===== src/pkg/flash_table_pkg.sv =====
`default_nettype none

package flash_table_pkg;

    // ----------------------------------------------------------------
    // Register selects on the special function register port
    // ----------------------------------------------------------------
    localparam logic [2:0] SEL_LATCH = 3'h0;
    localparam logic [2:0] SEL_POINTER_LOW = 3'h1;
    localparam logic [2:0] SEL_POINTER_HIGH = 3'h2;
    localparam logic [2:0] SEL_POINTER_UPPER = 3'h3;
    localparam logic [2:0] SEL_CONTROL = 3'h4;
    localparam logic [2:0] SEL_UNLOCK = 3'h5;

    // ----------------------------------------------------------------
    // Memory control register bit positions
    // ----------------------------------------------------------------
    localparam int BIT_PROGRAM_SELECT = 7;
    localparam int BIT_CONFIG_SELECT = 6;
    localparam int BIT_ROW_ERASE = 4;
    localparam int BIT_WRITE_ENABLE = 2;
    localparam int BIT_START = 1;

    // ----------------------------------------------------------------
    // Unlock values and reset values
    // ----------------------------------------------------------------
    localparam logic [7:0] UNLOCK_FIRST = 8'h55;
    localparam logic [7:0] UNLOCK_SECOND = 8'hAA;
    localparam logic [7:0] RESET_BYTE = 8'h00;
    localparam logic [21:0] RESET_POINTER = 22'h000000;

    // ----------------------------------------------------------------
    // Long write timing
    // ----------------------------------------------------------------
    localparam int LONG_WRITE_TIME_US = 2000;
    localparam int CLOCK_PERIOD_NS = 10;
    localparam int LONG_WRITE_CYCLES = LONG_WRITE_TIME_US * 1000 / CLOCK_PERIOD_NS;
    localparam int TIMER_WIDTH = 24;

    // ----------------------------------------------------------------
    // Pointer modes carried by each table instruction
    // ----------------------------------------------------------------
    typedef enum logic [1:0] {
        MODE_HOLD = 2'b00,
        MODE_POST_INC = 2'b01,
        MODE_POST_DEC = 2'b10,
        MODE_PRE_INC = 2'b11
    } pointer_mode_t;

    // ----------------------------------------------------------------
    // Sequencer states
    // ----------------------------------------------------------------
    typedef enum logic [1:0] {
        ST_IDLE = 2'b00,
        ST_READ = 2'b01,
        ST_LONG = 2'b10
    } seq_state_t;

endpackage : flash_table_pkg

`default_nettype wire


===== src/core/table_flash_sequencer.sv =====
`timescale 1ns/1ns
`default_nettype none

// Table read/write path, holding registers and unlocked row erase / block program
module table_flash_sequencer #(
    parameter int unsigned LONG_WRITE_CYCLES = flash_table_pkg::LONG_WRITE_CYCLES
) (
    input wire logic clock,
    input wire logic rst,
    // Special function register port
    input wire logic [2:0] sfr_select,
    input wire logic sfr_write,
    input wire logic sfr_read,
    input wire logic [7:0] sfr_write_data,
    output logic [7:0] sfr_read_data,
    // Table instruction request from the core
    input wire logic table_op_valid,
    input wire logic table_op_write,
    input wire logic [1:0] table_op_mode,
    output logic table_op_done,
    // Program and configuration memory read port
    output logic [19:0] flash_read_word_addr,
    output logic flash_read_config,
    input wire logic [15:0] flash_read_word,
    // Long write commands to the array
    output logic flash_erase_start,
    output logic [15:0] flash_row_addr,
    output logic flash_program_start,
    output logic [18:0] flash_block_addr,
    output logic [63:0] flash_program_data,
    // Core stall and completion flag
    output logic core_stall,
    output logic write_done_flag,
    input wire logic write_done_clear
);

    // ----------------------------------------------------------------
    // State
    // ----------------------------------------------------------------
    typedef struct packed {
        flash_table_pkg::seq_state_t state; // Sequencer state
        logic [7:0] table_byte_latch; // Byte moved by table ops
        logic [21:0] table_pointer; // Upper:high:low joined
        logic program_memory_select; // Program flash vs data memory
        logic config_space_select; // Configuration space access
        logic row_erase_enable; // Next start erases a row
        logic write_enable_bit; // Erase and write allowed
        logic start; // Long write requested / running
        logic [1:0] unlock_stage; // 0 none, 1 saw first, 2 armed
        logic [7:0][7:0] holding; // Eight programming holding bytes
        logic [19:0] read_word_addr; // Word address sent to memory
        logic read_config; // Read targets configuration space
        logic read_high_byte; // Byte select for pending read
        logic erase_start; // One-cycle erase command
        logic program_start; // One-cycle program command
        logic [15:0] row_addr; // Row being erased
        logic [18:0] block_addr; // Block being programmed
        logic [63:0] program_data; // Snapshot of holding bytes
        logic done_flag; // Sticky completion flag
        logic [7:0] read_data; // Registered register read
    } seq_t;

    seq_t cur;
    seq_t next_cur;
    logic timer_start;
    logic timer_expired;
    logic op_taken;

    // ----------------------------------------------------------------
    // Helpers
    // ----------------------------------------------------------------

    // Apply an automatic update; the top bit never moves
    function automatic logic [21:0] step_pointer(input logic [21:0] p, input logic [1:0] mode);
        logic [20:0] low;
        low = p[20:0];
        case (mode)
            flash_table_pkg::MODE_POST_INC,
            flash_table_pkg::MODE_PRE_INC: low = p[20:0] + 21'h000001;
            flash_table_pkg::MODE_POST_DEC: low = p[20:0] - 21'h000001;
            default: low = p[20:0];
        endcase
        return {p[21], low};
    endfunction : step_pointer

    // Address actually used by the access; only pre-increment moves it first
    function automatic logic [21:0] access_pointer(input logic [21:0] p, input logic [1:0] mode);
        if (mode == flash_table_pkg::MODE_PRE_INC)
            return step_pointer(p, mode);
        else
            return p;
    endfunction : access_pointer

    // ----------------------------------------------------------------
    // Programming timer
    // ----------------------------------------------------------------
    program_timer #(
        .CYCLES(LONG_WRITE_CYCLES)
    ) u_timer (
        .clock(clock),
        .rst(rst),
        .start(timer_start),
        .expired(timer_expired)
    );

    // Timer starts with either long write command
    assign timer_start = cur.erase_start | cur.program_start;

    // Table request accepted only while idle and not stalled
    assign op_taken = table_op_valid && (cur.state == flash_table_pkg::ST_IDLE);

    // ----------------------------------------------------------------
    // Next-state logic
    // ----------------------------------------------------------------
    always_comb
    begin
        logic [21:0] eff;
        logic start_attempt;
        logic start_ok;
        eff = access_pointer(cur.table_pointer, table_op_mode);
        start_attempt = 1'b0;
        start_ok = 1'b0;
        next_cur = cur;
        next_cur.erase_start = 1'b0;
        next_cur.program_start = 1'b0;

        // Register writes from the core
        if (sfr_write)
        begin
            case (sfr_select)
                flash_table_pkg::SEL_LATCH: next_cur.table_byte_latch = sfr_write_data;
                flash_table_pkg::SEL_POINTER_LOW: next_cur.table_pointer[7:0] = sfr_write_data;
                flash_table_pkg::SEL_POINTER_HIGH: next_cur.table_pointer[15:8] = sfr_write_data;
                flash_table_pkg::SEL_POINTER_UPPER: next_cur.table_pointer[21:16] = sfr_write_data[5:0];
                flash_table_pkg::SEL_UNLOCK:
                begin
                    // Nothing stored; only the sequence position moves
                    if (sfr_write_data == flash_table_pkg::UNLOCK_FIRST)
                        next_cur.unlock_stage = 2'h1;
                    else if (sfr_write_data == flash_table_pkg::UNLOCK_SECOND && cur.unlock_stage == 2'h1)
                        next_cur.unlock_stage = 2'h2;
                    else
                        next_cur.unlock_stage = 2'h0;
                end
                flash_table_pkg::SEL_CONTROL:
                begin
                    next_cur.program_memory_select = sfr_write_data[flash_table_pkg::BIT_PROGRAM_SELECT];
                    next_cur.config_space_select = sfr_write_data[flash_table_pkg::BIT_CONFIG_SELECT];
                    next_cur.write_enable_bit = sfr_write_data[flash_table_pkg::BIT_WRITE_ENABLE];
                    // Erase select cannot change under a running erase
                    if (!cur.start)
                        next_cur.row_erase_enable = sfr_write_data[flash_table_pkg::BIT_ROW_ERASE];
                    start_attempt = sfr_write_data[flash_table_pkg::BIT_START] && !cur.start;
                    // Start needs enable, flash target, and a fresh unlock
                    start_ok = start_attempt && cur.write_enable_bit
                        && sfr_write_data[flash_table_pkg::BIT_WRITE_ENABLE]
                        && cur.unlock_stage == 2'h2
                        && sfr_write_data[flash_table_pkg::BIT_PROGRAM_SELECT]
                        && !sfr_write_data[flash_table_pkg::BIT_CONFIG_SELECT];
                    // Any start attempt uses up the unlock, good or not
                    if (start_attempt)
                        next_cur.unlock_stage = 2'h0;
                    if (start_ok)
                    begin
                        next_cur.start = 1'b1;
                        next_cur.state = flash_table_pkg::ST_LONG;
                        if (sfr_write_data[flash_table_pkg::BIT_ROW_ERASE])
                        begin
                            // Whole row only; the latch plays no part
                            next_cur.erase_start = 1'b1;
                            next_cur.row_addr = cur.table_pointer[21:6];
                        end
                        else
                        begin
                            next_cur.program_start = 1'b1;
                            next_cur.block_addr = cur.table_pointer[21:3];
                            next_cur.program_data = cur.holding;
                        end
                    end
                end
                default: ; // Unused selects ignore writes
            endcase
        end

        // Register reads; data appears one cycle after the strobe
        if (sfr_read)
        begin
            case (sfr_select)
                flash_table_pkg::SEL_LATCH: next_cur.read_data = cur.table_byte_latch;
                flash_table_pkg::SEL_POINTER_LOW: next_cur.read_data = cur.table_pointer[7:0];
                flash_table_pkg::SEL_POINTER_HIGH: next_cur.read_data = cur.table_pointer[15:8];
                flash_table_pkg::SEL_POINTER_UPPER: next_cur.read_data = {2'h0, cur.table_pointer[21:16]};
                flash_table_pkg::SEL_CONTROL:
                    next_cur.read_data = {cur.program_memory_select, cur.config_space_select, 1'b0,
                        cur.row_erase_enable, 1'b0, cur.write_enable_bit, cur.start, 1'b0};
                default: next_cur.read_data = 8'h00;
            endcase
        end

        // Table instructions; they follow register writes in the same cycle
        case (cur.state)
            flash_table_pkg::ST_IDLE:
            begin
                if (op_taken)
                begin
                    next_cur.table_pointer = step_pointer(cur.table_pointer, table_op_mode);
                    if (table_op_write)
                    begin
                        next_cur.holding[eff[2:0]] = cur.table_byte_latch;
                    end
                    else
                    begin
                        // Word address, space and byte select from all 22 bits
                        next_cur.read_word_addr = eff[20:1];
                        next_cur.read_config = eff[21];
                        next_cur.read_high_byte = eff[0];
                        next_cur.state = flash_table_pkg::ST_READ;
                    end
                end
            end
            flash_table_pkg::ST_READ:
            begin
                // Memory answers the registered address within this cycle
                next_cur.table_byte_latch = cur.read_high_byte ? flash_read_word[15:8]
                    : flash_read_word[7:0];
                next_cur.state = flash_table_pkg::ST_IDLE;
            end
            flash_table_pkg::ST_LONG:
            begin
                // Only the timer ends the stall
                if (timer_expired)
                begin
                    next_cur.state = flash_table_pkg::ST_IDLE;
                    next_cur.start = 1'b0;
                    next_cur.row_erase_enable = 1'b0;
                    next_cur.done_flag = 1'b1;
                end
            end
            default: next_cur.state = flash_table_pkg::ST_IDLE;
        endcase

        // Software clear loses to a completion in the same cycle
        if (write_done_clear && !(cur.state == flash_table_pkg::ST_LONG && timer_expired))
            next_cur.done_flag = 1'b0;
    end

    // ----------------------------------------------------------------
    // State register
    // ----------------------------------------------------------------
    always_ff @(posedge clock)
    begin
        if (rst)
        begin
            cur <= '0;
            cur.state <= flash_table_pkg::ST_IDLE;
            cur.table_byte_latch <= flash_table_pkg::RESET_BYTE;
            cur.table_pointer <= flash_table_pkg::RESET_POINTER;
        end
        else
        begin
            cur <= next_cur;
        end
    end

    // ----------------------------------------------------------------
    // Outputs
    // ----------------------------------------------------------------
    // Writes finish when taken, reads in the capture cycle
    assign table_op_done = (op_taken && table_op_write) || (cur.state == flash_table_pkg::ST_READ);
    assign sfr_read_data = cur.read_data;
    assign flash_read_word_addr = cur.read_word_addr;
    assign flash_read_config = cur.read_config;
    assign flash_erase_start = cur.erase_start;
    assign flash_row_addr = cur.row_addr;
    assign flash_program_start = cur.program_start;
    assign flash_block_addr = cur.block_addr;
    assign flash_program_data = cur.program_data;
    assign core_stall = (cur.state == flash_table_pkg::ST_LONG);
    assign write_done_flag = cur.done_flag;

    // ----------------------------------------------------------------
    // Checks
    // ----------------------------------------------------------------
    AST_UNLOCK_READS_ZERO: assert property (@(posedge clock) disable iff (rst)
        sfr_read && sfr_select == flash_table_pkg::SEL_UNLOCK |=> sfr_read_data == 8'h00)
        else $error("unlock port read was not zero");

    AST_START_NEEDS_ENABLE: assert property (@(posedge clock) disable iff (rst)
        sfr_write && sfr_select == flash_table_pkg::SEL_CONTROL && !cur.write_enable_bit && !cur.start
        |=> !cur.start && !core_stall)
        else $error("start accepted with write enable clear");

    AST_START_NEEDS_UNLOCK: assert property (@(posedge clock) disable iff (rst)
        sfr_write && sfr_select == flash_table_pkg::SEL_CONTROL && cur.unlock_stage != 2'h2
        |=> !flash_erase_start && !flash_program_start)
        else $error("long write began without unlock");

    AST_STALL_WITH_ERASE: assert property (@(posedge clock) disable iff (rst)
        flash_erase_start |-> core_stall ##1 core_stall[*8])
        else $error("core not stalled during erase");

    AST_COMPLETION: assert property (@(posedge clock) disable iff (rst)
        $fell(core_stall) |-> write_done_flag && !cur.start && !cur.row_erase_enable)
        else $error("completion did not set flag and clear start");

    AST_TOP_BIT_KEPT: assert property (@(posedge clock) disable iff (rst)
        op_taken && !sfr_write |=> cur.table_pointer[21] == $past(cur.table_pointer[21]))
        else $error("automatic update changed top pointer bit");

    AST_POST_DEC: assert property (@(posedge clock) disable iff (rst)
        op_taken && !sfr_write && table_op_mode == flash_table_pkg::MODE_POST_DEC
        |=> cur.table_pointer[20:0] == $past(cur.table_pointer[20:0]) - 21'h000001)
        else $error("post-decrement wrong");

    AST_READ_BYTE: assert property (@(posedge clock) disable iff (rst)
        cur.state == flash_table_pkg::ST_READ |=> cur.table_byte_latch ==
        ($past(cur.read_high_byte) ? $past(flash_read_word[15:8]) : $past(flash_read_word[7:0])))
        else $error("table read latched wrong byte");

    AST_ROW_ADDR: assert property (@(posedge clock) disable iff (rst)
        flash_erase_start |-> flash_row_addr == $past(cur.table_pointer[21:6]))
        else $error("erase row address wrong");

    AST_HOLDING_WRITE: assert property (@(posedge clock) disable iff (rst)
        op_taken && table_op_write && table_op_mode == flash_table_pkg::MODE_HOLD
        |=> cur.holding[$past(cur.table_pointer[2:0])] == $past(cur.table_byte_latch))
        else $error("holding register not loaded");

    AST_BLOCK_SNAPSHOT: assert property (@(posedge clock) disable iff (rst)
        flash_program_start |-> flash_block_addr == $past(cur.table_pointer[21:3])
        && flash_program_data == $past(cur.holding))
        else $error("program block address or data wrong");

    AST_DONE_SET_WINS: assert property (@(posedge clock) disable iff (rst)
        cur.state == flash_table_pkg::ST_LONG && timer_expired |=> write_done_flag)
        else $error("completion did not set done flag");

    AST_DONE_STICKY: assert property (@(posedge clock) disable iff (rst)
        write_done_flag && !write_done_clear |=> write_done_flag)
        else $error("done flag dropped without clear");

    AST_NO_TABLE_OP_WHILE_STALLED: assert property (@(posedge clock) disable iff (rst)
        core_stall |-> !table_op_done)
        else $error("table instruction finished during stall");

endmodule : table_flash_sequencer

`default_nettype wire


===== src/core/program_timer.sv =====
`timescale 1ns/1ns
`default_nettype none

// Self-timed long write interval; one pulse when the interval is over
module program_timer #(
    parameter int unsigned CYCLES = flash_table_pkg::LONG_WRITE_CYCLES
) (
    input wire logic clock,
    input wire logic rst,
    input wire logic start,
    output logic expired
);

    // ----------------------------------------------------------------
    // State
    // ----------------------------------------------------------------
    typedef struct packed {
        logic running; // Interval in progress
        logic [flash_table_pkg::TIMER_WIDTH-1:0] count; // Cycles elapsed
        logic expired; // Registered end pulse
    } timer_t;

    timer_t cur;
    timer_t next_cur;

    localparam logic [flash_table_pkg::TIMER_WIDTH-1:0] LAST =
        flash_table_pkg::TIMER_WIDTH'(CYCLES - 1);

    // Count from start; a start while running restarts nothing
    always_comb
    begin
        next_cur = cur;
        next_cur.expired = 1'b0;
        if (cur.running)
        begin
            if (cur.count == LAST)
            begin
                next_cur.running = 1'b0;
                next_cur.expired = 1'b1;
            end
            else
            begin
                next_cur.count = cur.count + 1'b1;
            end
        end
        else if (start)
        begin
            next_cur.running = 1'b1;
            next_cur.count = '0;
        end
    end

    // Register the state
    always_ff @(posedge clock)
    begin
        if (rst)
            cur <= '0;
        else
            cur <= next_cur;
    end

    assign expired = cur.expired;

endmodule : program_timer

`default_nettype wire


===== config.mk =====
export PLATFORM = sky130hd
export DESIGN_NAME = table_flash_sequencer
export DESIGN_NICKNAME = d
export VERILOG_FILES = /design/src/pkg/flash_table_pkg.sv /design/src/core/table_flash_sequencer.sv /design/src/core/program_timer.sv
export SDC_FILE = /design/constraint.sdc
export NUM_CORES = 1
export LEC_CHECK = 0
export BUFFER_PORTS_ARGS = -buffer_cell sky130_fd_sc_hd__buf_2
export CORE_ASPECT_RATIO = 1.2
export CORE_MARGIN = 4
export CORE_UTILIZATION = 39
export CTS_CLUSTER_DIAMETER = 100
export DETAILED_ROUTE_END_ITERATION = 16
export GPL_ROUTABILITY_DRIVEN = 0
export SYNTH_ARGS = -nofsm -noshare
export SYNTH_HDL_FRONTEND = slang
export SYNTH_HIERARCHICAL = 1
export SYNTH_SLANG_ARGS = --single-unit

===== constraint.sdc =====
create_clock -name clock -period 3.75 [get_ports clock]
set_input_delay 0.75 -clock clock [delete_from_list [all_inputs] [get_ports clock]]
set_output_delay 0.75 -clock clock [all_outputs]
set_load 0.05 [all_outputs]

======== After elaboration in Yosys (flattened, before gate mapping) ========
Cells that the tools add are included.
storage, ports and cells
  logic and storage cells ................. 135
  output and inout bits ................... 133
  flip-flop bits (word level) ............. 261
  input port bits ......................... 36
cells by class
  multiplexer cells ....................... 39
  bitwise operators ....................... 7
  equal/unequal tests ..................... 18
  order comparisons ....................... 2
  reductions and logical operators ........ 35
  add/subtract/negate cells ............... 3
operator list
  cell                     count
  $bwmux W64               1
  $mux W25                 2
  $mux W8                  6
  $mux W22                 2
  $pmux W21 S2             1
  $pmux W8 S5              1
  $mux W39                 1
  $add A24 B1 Y24 const B  1
  $demux W8 S3             1
  $eq A24 B18 Y1 const B   1
  $mux W24                 1
  $add A21 B1 Y21 const B  1
  $mux W21                 1
  $sub A21 B1 Y21 const B  1
  $mux W2                  8
  $logic_and A1 B1 Y1      12
  $mux W1                  10
  $reduce_and A3 Y1        3
  $eq A2 B2 Y1 const B     4
  $eq A8 B7 Y1 const B     1
  $eq A8 B8 Y1 const B     1
  $pmux W2 S2              2
  $reduce_and A2 Y1        4
  $reduce_and A4 Y1        2
  18 further kinds         36

======== Longest topological paths before layout ========
Gate-level depths: netlist of the first run.
  depth after elaboration ................. 13
  depth in mapped cells ................... 12

======== Modules after synthesis ========
Netlist of the first run, hierarchy kept.
by module, submodules not included
  module                 seq. area each (um^2)  instances  area an instance (um^2)  cells each
  table_flash_sequencer  4704.5                 1          11442.2                  1398
  program_timer          520.5                  1          1296.2                   152

======== Worst setup path after synthesis of the first run ========
OpenSTA, ideal clock, no wires.
  kind .................................... input to register
  from .................................... in table_op_mode[0]
  to ...................................... reg cur[217] (netlist bit)
  setup slack ............................. 0.760 ns
  data required time ...................... 3.680 ns
  cell stages on the path ................. 12
  library setup time ...................... 0.070 ns
  data arrival time ....................... 2.920 ns
  path through ............................ buf_4 > nand2b_4 > buf_2 > xnor2_1 > ha_1 > buf_2 > nor4_2 > nand4b_1 > nor3_1 > o2bb2ai_1 > mux2_2 > a21oi_1
between the ends
  word-level cells in the longest chain between the ends .. 5
  elaborated cells on any way between the ends .. 7
  those cells by class .................... 3 x eq/ne; 3 x mux; 1 x reduce/logical
ends and longest elaborated chain
  what                                          RTL line                      text
  start: declaration                            table_flash_sequencer.sv:19   input wire logic [1:0] table_op_mode,
  $eq A2 B2 Y1 or $eq A2 B1 Y1 (tied branches)  table_flash_sequencer.sv:77   case (mode)
  $reduce_or A2 Y1                              table_flash_sequencer.sv:77
  $pmux W21 S2 *                                n/a
  $mux W22 *                                    table_flash_sequencer.sv:204  if (op_taken)
  $mux W22 *                                    table_flash_sequencer.sv:201  case (cur.state)
  end signal: assignment                        table_flash_sequencer.sv:261  cur <= next_cur;
  end: declaration                              table_flash_sequencer.sv:63   seq_t cur;
Every way passes the cells marked *; elsewhere a longest branch is shown, timed or not. The select of a mux whose other input is x is not followed.
A chain may end at the register's enable or synchronous reset.

======== Worst setup path after layout of the first run ========
  from .................................... reg cur[234] (netlist bit)
  to ...................................... out table_op_done
between the ends
  word-level cells in the longest chain between the ends .. 4
  elaborated cells on any way between the ends .. 5
  those cells by class .................... 1 x eq/ne; 4 x reduce/logical
ends and longest elaborated chain
  what                  RTL line                      text
  $logic_not A2 Y1      table_flash_sequencer.sv:110  assign op_taken = table_op_valid && (cur.state == flash_table_pkg::ST_IDLE);
  $logic_and A1 B1 Y1   table_flash_sequencer.sv:110
  $logic_and A1 B1 Y1   table_flash_sequencer.sv:269  assign table_op_done = (op_taken && table_op_write) || (cur.state == flash_table_pkg::ST_READ);
  $logic_or A1 B1 Y1 *  table_flash_sequencer.sv:269
  end: declaration      table_flash_sequencer.sv:20   output logic table_op_done,
Every way passes the cells marked *; elsewhere a longest branch is shown, timed or not.

==> impl_metrics.py, run 1 <==
metrics = {
    "status": {
        "status": "completed",
    },
    "setup_path": {
        "crit_type": "reg2out",
        "crit_required_ns": 3.00,
        "r2r_cells": 8,
        "critPathTopFamily": "simple AND/OR/NAND/NOR gates",
        "cpPeakStageDelay_ns": 0.62,
        "r2r_setup_slack_ns": 1.12,
        "crit-reg2reg-capture": "cur[138]$_SDFFE_PP0P_",
        "crit_path_cell_trace": "nand2b_1 > nand2_1 > buf_2",
        "crit_path_end_kind": "output port",
        "crit_arrival_ns": 2.07,
        "cp_slowest_cell": "nand2b_1",
        "r2r-start": "cur[204]$_SDFF_PP0_",
        "crit_fanout": 17,
        "critPathLaunchType": "flip-flop",
        "crit_buf_inv": 1,
    },
    "yosys": {
        "synth.cell_area_um2": 12700,
        "syn_area_per_cell_um2": 8.22,
        "yosysSeqAreaShare_pct": 41.0,
        "synth_cells": 1550,
        "synth_area_leader_cell": "dfxtp_1",
        "ys_types": 84,
        "synth_async_sr_flop_share_pct": 0,
        "synth-seq-cells": 261,
        "ys.flop_type": "dfxtp_1",
        "yosys_warnings": 6,
        "syn_nets": 1588,
        "synth-edff-count": 0,
        "netlist_top_cells_area": "dfxtp_1 41%, nand2_1 7.7%, buf_4 7.7%",
        "yosysTopAreaCellShare_pct": 41.0,
    },
    "final_layout": {
        "stdcell_count": 1950,
        "post-route-util_pct": 42.7,
        "multi_input_area_um2": 6040,
        "nNetsFinal": 1561,
        "n_fill_cell": 3316,
        "drive_gt1_share_pct": 18.4,
        "area_delta_synth_final_pct": 8.01,
        "seq_area_um2": 5230,
    },
    "grt": {
        "overflow": 0,
        "antenna_found_initial": 1,
        "track_usage_pct": 19.2,
        "grt_pass1_vias": 9871,
        "grt_pass1_wl_um": 56000,
        "grt_max_degree": 93,
    },
    "sta": {
        "max_freq_mhz": 355,
        "tightest_slew_ns": 0.956,
        "holdWs_ns": 0.449,
        "skew_ns": 0.00873,
        "fin_crit_ns": 2.82,
        "finalHoldViolations": 0,
        "period_share_pct": 75.2,
        "tns_ns": 0,
        "setup_viol": 0,
        "grt_setup_unrepaired": "no",
        "max_slew_margin_pct": 36.2,
        "slew_viol_final": 0,
    },
    "pwr": {
        "powerDensity_nw_per_um2": 458,
        "leakagePower_nw": 5.05,
        "vdd_ir_drop_max_v": 0.000327,
        "total_power_mw": 6.31,
    },
    "die": {
        "die_x_um": 173,
        "ioPinCount": 169,
        "core_um2": 32300,
        "rows": 72,
        "die_area_um2": 35600,
        "die_y_um": 206,
        "start_util_pct": 39.5,
    },
    "drt": {
        "dr.pass1.iters": 9,
        "drcViolationCount": 0,
        "vias": 10500,
        "detail-route-antenna-nets": 0,
        "post_drt_wl_per_cell_um": 18.2,
        "viasPerCell": 5.37,
        "drtIter0Drc": 968,
        "wirelength_um": 35500,
    },
    "hold_path": {
        "worstHoldStart": "flash_program_data[36]$_SDFFE_PP0P_",
        "min_path_cells": 2,
        "hp-class": "reg2reg",
        "whs_endpoint": "flash_program_data[36]$_SDFFE_PP0P_",
    },
    "clocking": {
        "cts_buffers": 28,
        "hold_buffers": 0,
        "h-tree-depth": 1,
        "cts_root_buffer": "clkbuf_16",
        "cts_setup_buffers": 0,
        "cts_num_sinks": 261,
        "clk_latency_ns": 0.56,
        "clk_path_buf_depth": 3,
        "cts_tree": "built",
        "clk_pin_slew_ns": 0.06,
        "ctsResizeCount": 0,
    },
    "placement": {
        "place_inst": 1900,
        "port_buffers": 168,
        "hpwl_um": 24000,
    },
    "run": {
        "maxCapViolCount": 0,
    },
}
## registers in the layout, indices dropped and copies added, names as in the netlist
signal and count:
cur 104, flash_program_data 64, u_timer/cur 25, flash_read_word_addr 20
flash_block_addr 19, flash_row_addr 16, sfr_read_data 8, flash_erase_start 1
flash_program_start 1, flash_read_config 1, u_timer/expired 1, write_done_flag 1
## Yosys cell counts (all sizes together), types with 11 or more instances
cell and number:
a211oi 33, a21oi 134, a311oi 11, buf 166
clkbuf 79, dfxtp 261, inv 11, mux2i 85
nand2 262, nand3 48, nand4 22, nor2 164
nor2b 25, nor3 29, nor4 16, o21ai 30
o22ai 11, xnor2 16
## power by group
part	internal [mW]	switching [mW]	leakage (nW)
registers	2.81	0.110	2.11
logic	0.188	0.356	2.47
clock network	1.67	1.17	0.469
total	4.67	1.64	5.05
## placed cells by master, fill, tap and decap left out, types with 8 or more instances in the layout
master     Yosys  layout
a211oi_1      31      31
a21oi_1      134     134
a311oi_1      11      11
and3_1         9       9
buf_2         29     167
buf_4        130      20
clkbuf_16      0      28
clkbuf_8       0       8
dfxtp_1      261     261
inv_1         11      11
mux2i_1       85      85
nand2_1      262     262
nand3_1       47      47
nand4_1       22      22
nor2_1       155     154
nor2b_1       25      24
nor3_1        26      26
nor4_1        12      11
o21ai_0       29      29
o22ai_1        9       9
o31ai_1       10      10
or3_1         10      10
xnor2_1       16      16
xor2_1        10      10
## layout make-up
class,count,share of cell area (%)
multi-input combinational,1033,43.9
sequential,261,38.0
timing repair buffer,188,7.25
clock buffer,38,5.95
tap,407,3.70
clock inverter,11,0.946
inverter,11,0.300
antenna,1,0.0182
## metal layers
metal  track usage [%]  wire [µm]  vias to the layer above
met5                 0          0                        -
met4              5.93        867                        0
met3              2.95       2060                       53
met2              32.6      16900                      313
met1              25.4      15600                     4958
li1                  -          -                     5153
## stage by stage
| stage | area [µm²] | setup slack, ns |
|---|---|---|
| floorplan | 12700 | 0.760 |
| finish | 13800 | 0.931 |
| global route | 13800 | 0.852 |
| global placement | 12800 | 0.644 |
| CTS | 13800 | 0.943 |
| detailed placement | 12800 | 0.609 |
## cells by family (layout without fill, tap and decap cells)
family | count (synthesis) | after routing | share of synthesized area [%]
AO/OA/AOI/OAI | 280 | 280 | 14.1
other | 0 | 1 | 0
AND/OR/NAND/NOR | 634 | 634 | 23.6
multiplexers | 91 | 91 | 7.47
XOR/XNOR | 26 | 26 | 1.79
adder cells (fa/ha/maj) | 2 | 2 | 0.196
buffers and inverters | 256 | 248 | 11.8
flip-flops | 261 | 261 | 41.0
## worst max-delay path by stage
stage                            end           startpoint  slack (ns)  cells after the start
2_1_floorplan    cur[217]$_SDFF_PP0_     table_op_mode[0]        0.76                     12
3_3_place_gp   cur[139]$_SDFFE_PP0P_     table_op_mode[0]        0.64                     10
3_5_place_dp   cur[133]$_SDFFE_PP0P_     table_op_mode[0]        0.61                     10
4_1_cts                table_op_done  cur[234]$_SDFF_PP0_        0.94                      3
5_1_grt                table_op_done  cur[234]$_SDFF_PP0_        0.85                      3
6_report               table_op_done  cur[234]$_SDFF_PP0_        0.93                      3
## worst reg2reg max path: cells and delay by family, from the launching register on
kind	cells	cell delay (ns)
flops	1	0.60
fa+ha+maj	1	0.36
simple gates	3	0.74
xor+xnor	2	0.41
mux	2	0.39
(Power assumes the default switching activity.)
==> inputs of run 2 (changes only) <==
- ABC_AREA: not set -> 1
- clock period: 3.75 -> 2.8 ns (I/O delays scaled with it)
==> impl_metrics.py, run 2 <==
metrics = {
    "status": {
        "status": "completed",
    },
    "yosys": {
        "syn_nets": 2020,
        "yosys_warnings": 6,
        "synth_async_sr_flop_share_pct": 0,
        "syn_area_per_cell_um2": 6.89,
        "synth-edff-count": 0,
        "yosysTopAreaCellShare_pct": 38.3,
        "synth_most_common_cell": "nand2_1",
        "synth_cells": 1982,
        "yosysSeqAreaShare_pct": 38.3,
        "synth_area_leader_cell": "dfxtp_1",
        "netlist_top_cells_area": "dfxtp_1 38%, nand2_1 11%, nand3_1 7.4%",
        "ys_types": 48,
        "synth_commonest_cells": "411 x nand2_1, 261 x dfxtp_1, 256 x nor2_1",
        "ys.flop_type": "dfxtp_1",
        "synth-seq-cells": 261,
        "synth.cell_area_um2": 13600,
    },
    "setup_path": {
        "critPathLaunchType": "flip-flop",
        "crit_type": "reg2reg",
        "r2r_setup_slack_ns": 0.26,
        "crit_fanout": 12,
        "crit_arrival_ns": 2.93,
        "crit_path_end_kind": "flip-flop",
        "r2r_cells": 17,
        "crit_required_ns": 3.19,
        "r2r-start": "cur[204]$_SDFF_PP0_",
        "crit-reg2reg-capture": "cur[152]$_SDFFE_PP0P_",
    },
    "sta": {
        "fin_crit_ns": 2.54,
        "period_share_pct": 90.7,
        "slew_viol_final": 0,
        "max_slew_margin_pct": 57.0,
        "setup_viol": 0,
        "fin_ws_ns": 0.260,
        "skew_ns": 0.0121,
        "max_freq_mhz": 394,
        "tightest_slew_ns": 0.644,
        "finalHoldViolations": 0,
        "grt_setup_unrepaired": "no",
    },
    "drt": {
        "post_drt_wl_per_cell_um": 17.8,
        "dr.pass1.iters": 5,
        "viasPerCell": 5.32,
        "drtIter0Drc": 1114,
        "detail-route-antenna-nets": 0,
        "wirelength_um": 44300,
        "vias": 13200,
        "drcViolationCount": 0,
    },
    "pwr": {
        "leakagePower_nw": 6.77,
        "vdd_ir_drop_max_v": 0.000298,
        "total_power_mw": 8.73,
        "powerDensity_nw_per_um2": 578,
    },
    "die": {
        "die_y_um": 213,
        "start_util_pct": 39.8,
        "ioPinCount": 169,
        "die_area_um2": 38100,
        "rows": 74,
        "core_um2": 34300,
        "die_x_um": 179,
    },
    "clocking": {
        "cts_num_sinks": 261,
        "cts_setup_buffers": 0,
        "hold_buffers": 0,
        "clk_pin_slew_ns": 0.07,
        "cts_root_buffer": "clkbuf_16",
        "clk_latency_ns": 0.54,
        "h-tree-depth": 1,
        "clk_path_buf_depth": 3,
        "ctsResizeCount": 0,
        "cts_tree": "built",
        "cts_buffers": 26,
    },
    "final_layout": {
        "nNetsFinal": 2046,
        "area_delta_synth_final_pct": 10.6,
        "final_common_cell": "nand2_1",
        "top_register": "cur",
        "post-route-util_pct": 44.1,
        "design_area_um2": 15100,
        "drive_gt1_share_pct": 16.7,
        "largest_reg_flops": 104,
        "antenna_cells": 0,
        "final_cell_mix": "410 x nand2_1, 261 x dfxtp_1, 255 x nor2_1",
    },
    "hold_path": {
        "hp-class": "in2reg",
        "worstHoldStart": "write_done_clear",
        "min_path_cells": 4,
        "whs_endpoint": "write_done_flag$_SDFFE_PP0P_",
    },
    "placement": {
        "pre_cts_ws_ns": -0.0201,
        "hpwl_um": 31900,
        "port_buffers": 168,
        "placed_area_um2": 14200,
    },
    "grt": {
        "track_usage_pct": 22.4,
        "grt_max_degree": 130,
        "grt_pass1_vias": 12200,
        "overflow": 0,
        "grt_pass1_wl_um": 67900,
        "antenna_found_initial": 0,
    },
    "run": {
        "maxCapViolCount": 0,
    },
}
-- run 2: cell types whose count changed after synthesis, sizes merged, moves of 25 or more --
cell / before / now
nor2: 164 / 272
nor2b: 25 / 0
a31oi: 6 / 39
nand2: 262 / 426
nand3: 48 / 204
mux2i: 85 / 0
a211oi: 33 / 1
inv: 11 / 137
o21ai: 30 / 148
-- run 2: where the power goes --
part	switching, mW	total, mW	internal [mW]
Combinational	0.803	1.14	0.342
Sequential	0.0984	3.87	3.78
Clock	1.54	3.71	2.17
Total	2.44	8.73	6.29
-- run 2: layout make-up --
| type | instances | area (µm²) |
|---|---|---|
| fill | 3621 | 19200 |
| sequential | 261 | 5230 |
| clock buffer | 33 | 748 |
| inverter | 144 | 557 |
| clock inverter | 15 | 168 |
| timing repair buffer | 232 | 1440 |
| multi-input combinational | 1343 | 6390 |
| tap | 456 | 571 |
-- run 2: stage by stage --
stage,hold slack [ns],setup TNS (ns),std cells
2_1_floorplan,0.439,0,1982
3_3_place_gp,0.451,0,2436
3_5_place_dp,0.454,-0.176,2436
4_1_cts,0.261,0,2484
5_1_grt,0.289,0,2484
6_report,0.285,0,2484
-- run 2: logic make-up after synthesis --
group                      after synthesis  share of synthesized area, %
xor gates and xnor gates                 7                         0.449
and+or+nand+nor                        938                          29.7
buffers and inverters                  378                          15.0
adders and majority gates                2                         0.183
DFF                                    261                          38.3
AOI/OAI and AO/OA                      396                          16.4
-- run 2: metal layers --
metal	GRT usage, %	part of all wire [%]	vias up
li1	-	-	6478
met1	28.7	41	6131
met2	37.8	47	507
met3	2.98	7.1	109
met4	9.69	4.4	0
met5	0	0	-
-- run 2: worst max-delay path by stage --
stage	slack (ns)	to	depth (start not counted)	from
after CTS	0.31	table_op_done	6	cur[234]$_SDFF_PP0_
after detailed placement	-0.02	cur[152]$_SDFFE_PP0P_	19	table_op_mode[1]
after global placement	0.01	cur[154]$_SDFFE_PP0P_	19	table_op_mode[1]
after global routing	0.03	cur[158]$_SDFFE_PP0P_	17	cur[204]$_SDFF_PP0_
final	0.26	cur[152]$_SDFFE_PP0P_	17	cur[204]$_SDFF_PP0_
after floorplan	0.28	cur[181]$_SDFFE_PP0P_	14	table_op_mode[1]
-- run 2: worst max-delay path, cell delays in order, from the launching register on --
cell and delay (ns):
dfxtp_1 0.49, inv_1 0.17, nand2_1 0.10, nand2_1 0.06
inv_1 0.05, ha_1 0.13, inv_1 0.04, nand2_2 0.09
nand2_2 0.07, buf_4 0.13, a31oi_4 0.17, nand2_2 0.09
o21ai_4 0.15, inv_6 0.09, nor2_8 0.16, nand2_1 0.21
nand2_1 0.12, a21oi_1 0.07
==> inputs of run 3 (changes only) <==
- clock period: 2.8 -> 2.1 ns (I/O delays scaled with it)
==> impl_metrics.py, run 3 (synthesized netlist as in run 2, its figures left out) <==
metrics = {
    "status": {
        "status": "finished with violations",
        "violations": "negative setup slack",
    },
    "pwr": {
        "powerDensity_nw_per_um2": 719,
        "total_power_mw": 12.0,
        "vdd_ir_drop_max_v": 0.000457,
        "leakagePower_nw": 7.52,
    },
    "drt": {
        "drtIter0Drc": 1071,
        "wirelength_um": 45400,
        "vias": 13700,
        "detail-route-antenna-nets": 0,
        "viasPerCell": 5.21,
        "drcViolationCount": 0,
        "dr.pass1.iters": 6,
        "post_drt_wl_per_cell_um": 17.3,
    },
    "clocking": {
        "clk_pin_slew_ns": 0.06,
        "clk_path_buf_depth": 3,
        "cts_buffers": 26,
        "cts_root_buffer": "clkbuf_16",
        "clk_latency_ns": 0.56,
        "cts_tree": "built",
        "cts_num_sinks": 261,
        "h-tree-depth": 1,
    },
    "grt": {
        "grt_max_degree": 111,
        "overflow": 0,
        "track_usage_pct": 22.8,
        "busiest_layer": "met2",
        "use_met3_pct": 3.15,
        "grt_pass1_vias": 12700,
        "grt_util_met1_pct": 29.2,
        "grt_pass1_wl_um": 69500,
        "grtUsageMet2_pct": 38.9,
        "antenna_found_initial": 1,
    },
    "sta": {
        "holdWs_ns": 0.127,
        "fin_ws_ns": -0.0403,
        "fin_crit_ns": 2.14,
        "max_slew_margin_pct": 51.9,
        "slew_viol_final": 0,
        "period_share_pct": 102,
        "skew_ns": 0.0216,
        "finalHoldViolations": 0,
        "grt_setup_unrepaired": "yes",
        "tightest_slew_ns": 0.721,
        "tns_ns": -0.481,
        "setup_viol": 30,
        "max_freq_mhz": 467,
    },
    "final_layout": {
        "largest_reg_flops": 104,
        "area_delta_synth_final_pct": 22.1,
        "stdcell_count": 2623,
        "n_fill_cell": 3547,
        "final_cell_mix": "372 x nand2_1, 260 x dfxtp_1, 244 x nor2_1",
        "final_common_cell": "nand2_1",
        "post-route-util_pct": 48.7,
        "multi_input_area_um2": 6850,
        "design_area_um2": 16700,
        "seq_area_um2": 5230,
        "nNetsFinal": 2185,
        "drive_gt1_share_pct": 26.3,
        "top_register": "cur",
    },
    "setup_path": {
        "crit_arrival_ns": 2.61,
        "crit_required_ns": 2.57,
        "cp_slowest_cell": "dfxtp_4",
        "critPathLaunchType": "flip-flop",
        "cpPeakStageDelay_ns": 0.36,
        "crit_type": "reg2reg",
        "crit_fanout": 8,
        "crit_path_end_kind": "flip-flop",
        "crit_path_cell_trace": "buf_6 > nand2_4 > nand2_4 > inv_2 > ha_4 > inv_2 > nand2_4 > nand2_4 > buf_6 > a31oi_4 > nand2_2 > o21ai_4 > buf_6 > nor2_4 > buf_6 > nand2_8 > nand2_2 > a21oi_1",
    },
    "die": {
        "rows": 74,
        "ioPinCount": 169,
        "die_x_um": 179,
        "die_area_um2": 38100,
        "die_y_um": 213,
        "core_um2": 34300,
        "start_util_pct": 39.8,
    },
    "placement": {
        "placed_area_um2": 15300,
        "port_buffers": 168,
        "place_inst": 2568,
        "hpwl_um": 33500,
        "pre_cts_ws_ns": -0.470,
    },
    "run": {
        "maxCapViolCount": 0,
    },
    "hold_path": {
        "hp-class": "in2reg",
    },
}
-- run 3: cell count changes in the layout (fill, tap and decap cells not counted), sizes merged --
| cell | change |
|---|---|
| buf | +139 |
| diode | +2 |
| clkbuf | +5 |
| clkinv | -5 |
| clkinvlp | -2 |
-- run 3: worst paths after layout --
check	startpoint	to	slack, ns	depth (start not counted)
setup / recovery	cur[204]$_SDFF_PP0_	cur[179]$_SDFFE_PP0P_	-0.04	18
hold / removal	write_done_clear	write_done_flag$_SDFFE_PP0P_	0.13	4
setup reg to reg	cur[204]$_SDFF_PP0_	cur[179]$_SDFFE_PP0P_	-0.04	18
hold reg to reg	write_done_flag$_SDFFE_PP0P_	write_done_flag$_SDFFE_PP0P_	0.46	2
-- run 3: critical path: cells and delay by family (launching register included) --
family                     cells  cell delay [ns]
AOI/OAI and AO/OA              3             0.44
adders and majority gates      1             0.11
and+or+nand+nor                8             0.53
buffers and inverters          6             0.62
DFF                            1             0.36
-- run 3: area by class of cell --
type,instances,area share (%)
clock inverters,8,0.811
inverters,144,3.39
well taps,456,3.42
diodes,2,0.0300
repair buffers,371,15.4
multi-input cells,1343,41.1
flip-flops and latches,261,31.4
clock buffers,38,4.47
-- run 3: repair_timing --
item,4_1_cts,5_1_grt
resized for setup,27,84
setup buffers,1,7
hold buffers,0,0
pin swaps,20,22
endpoints found under the hold margin,0,0
setup endpoints to repair,74,92
-- run 3: report_power, final --
group          internal (mW)  total (mW)  switching, mW
logic                  0.770        2.01           1.24
registers               5.04        5.14          0.104
clock network           2.83        4.84           2.01
-- run 3: routing by layer --
layer	routed length (µm)	share of wire (%)
met5	0	0
met4	1950	4.3
met3	2850	6.3
met2	21600	48
met1	19000	42
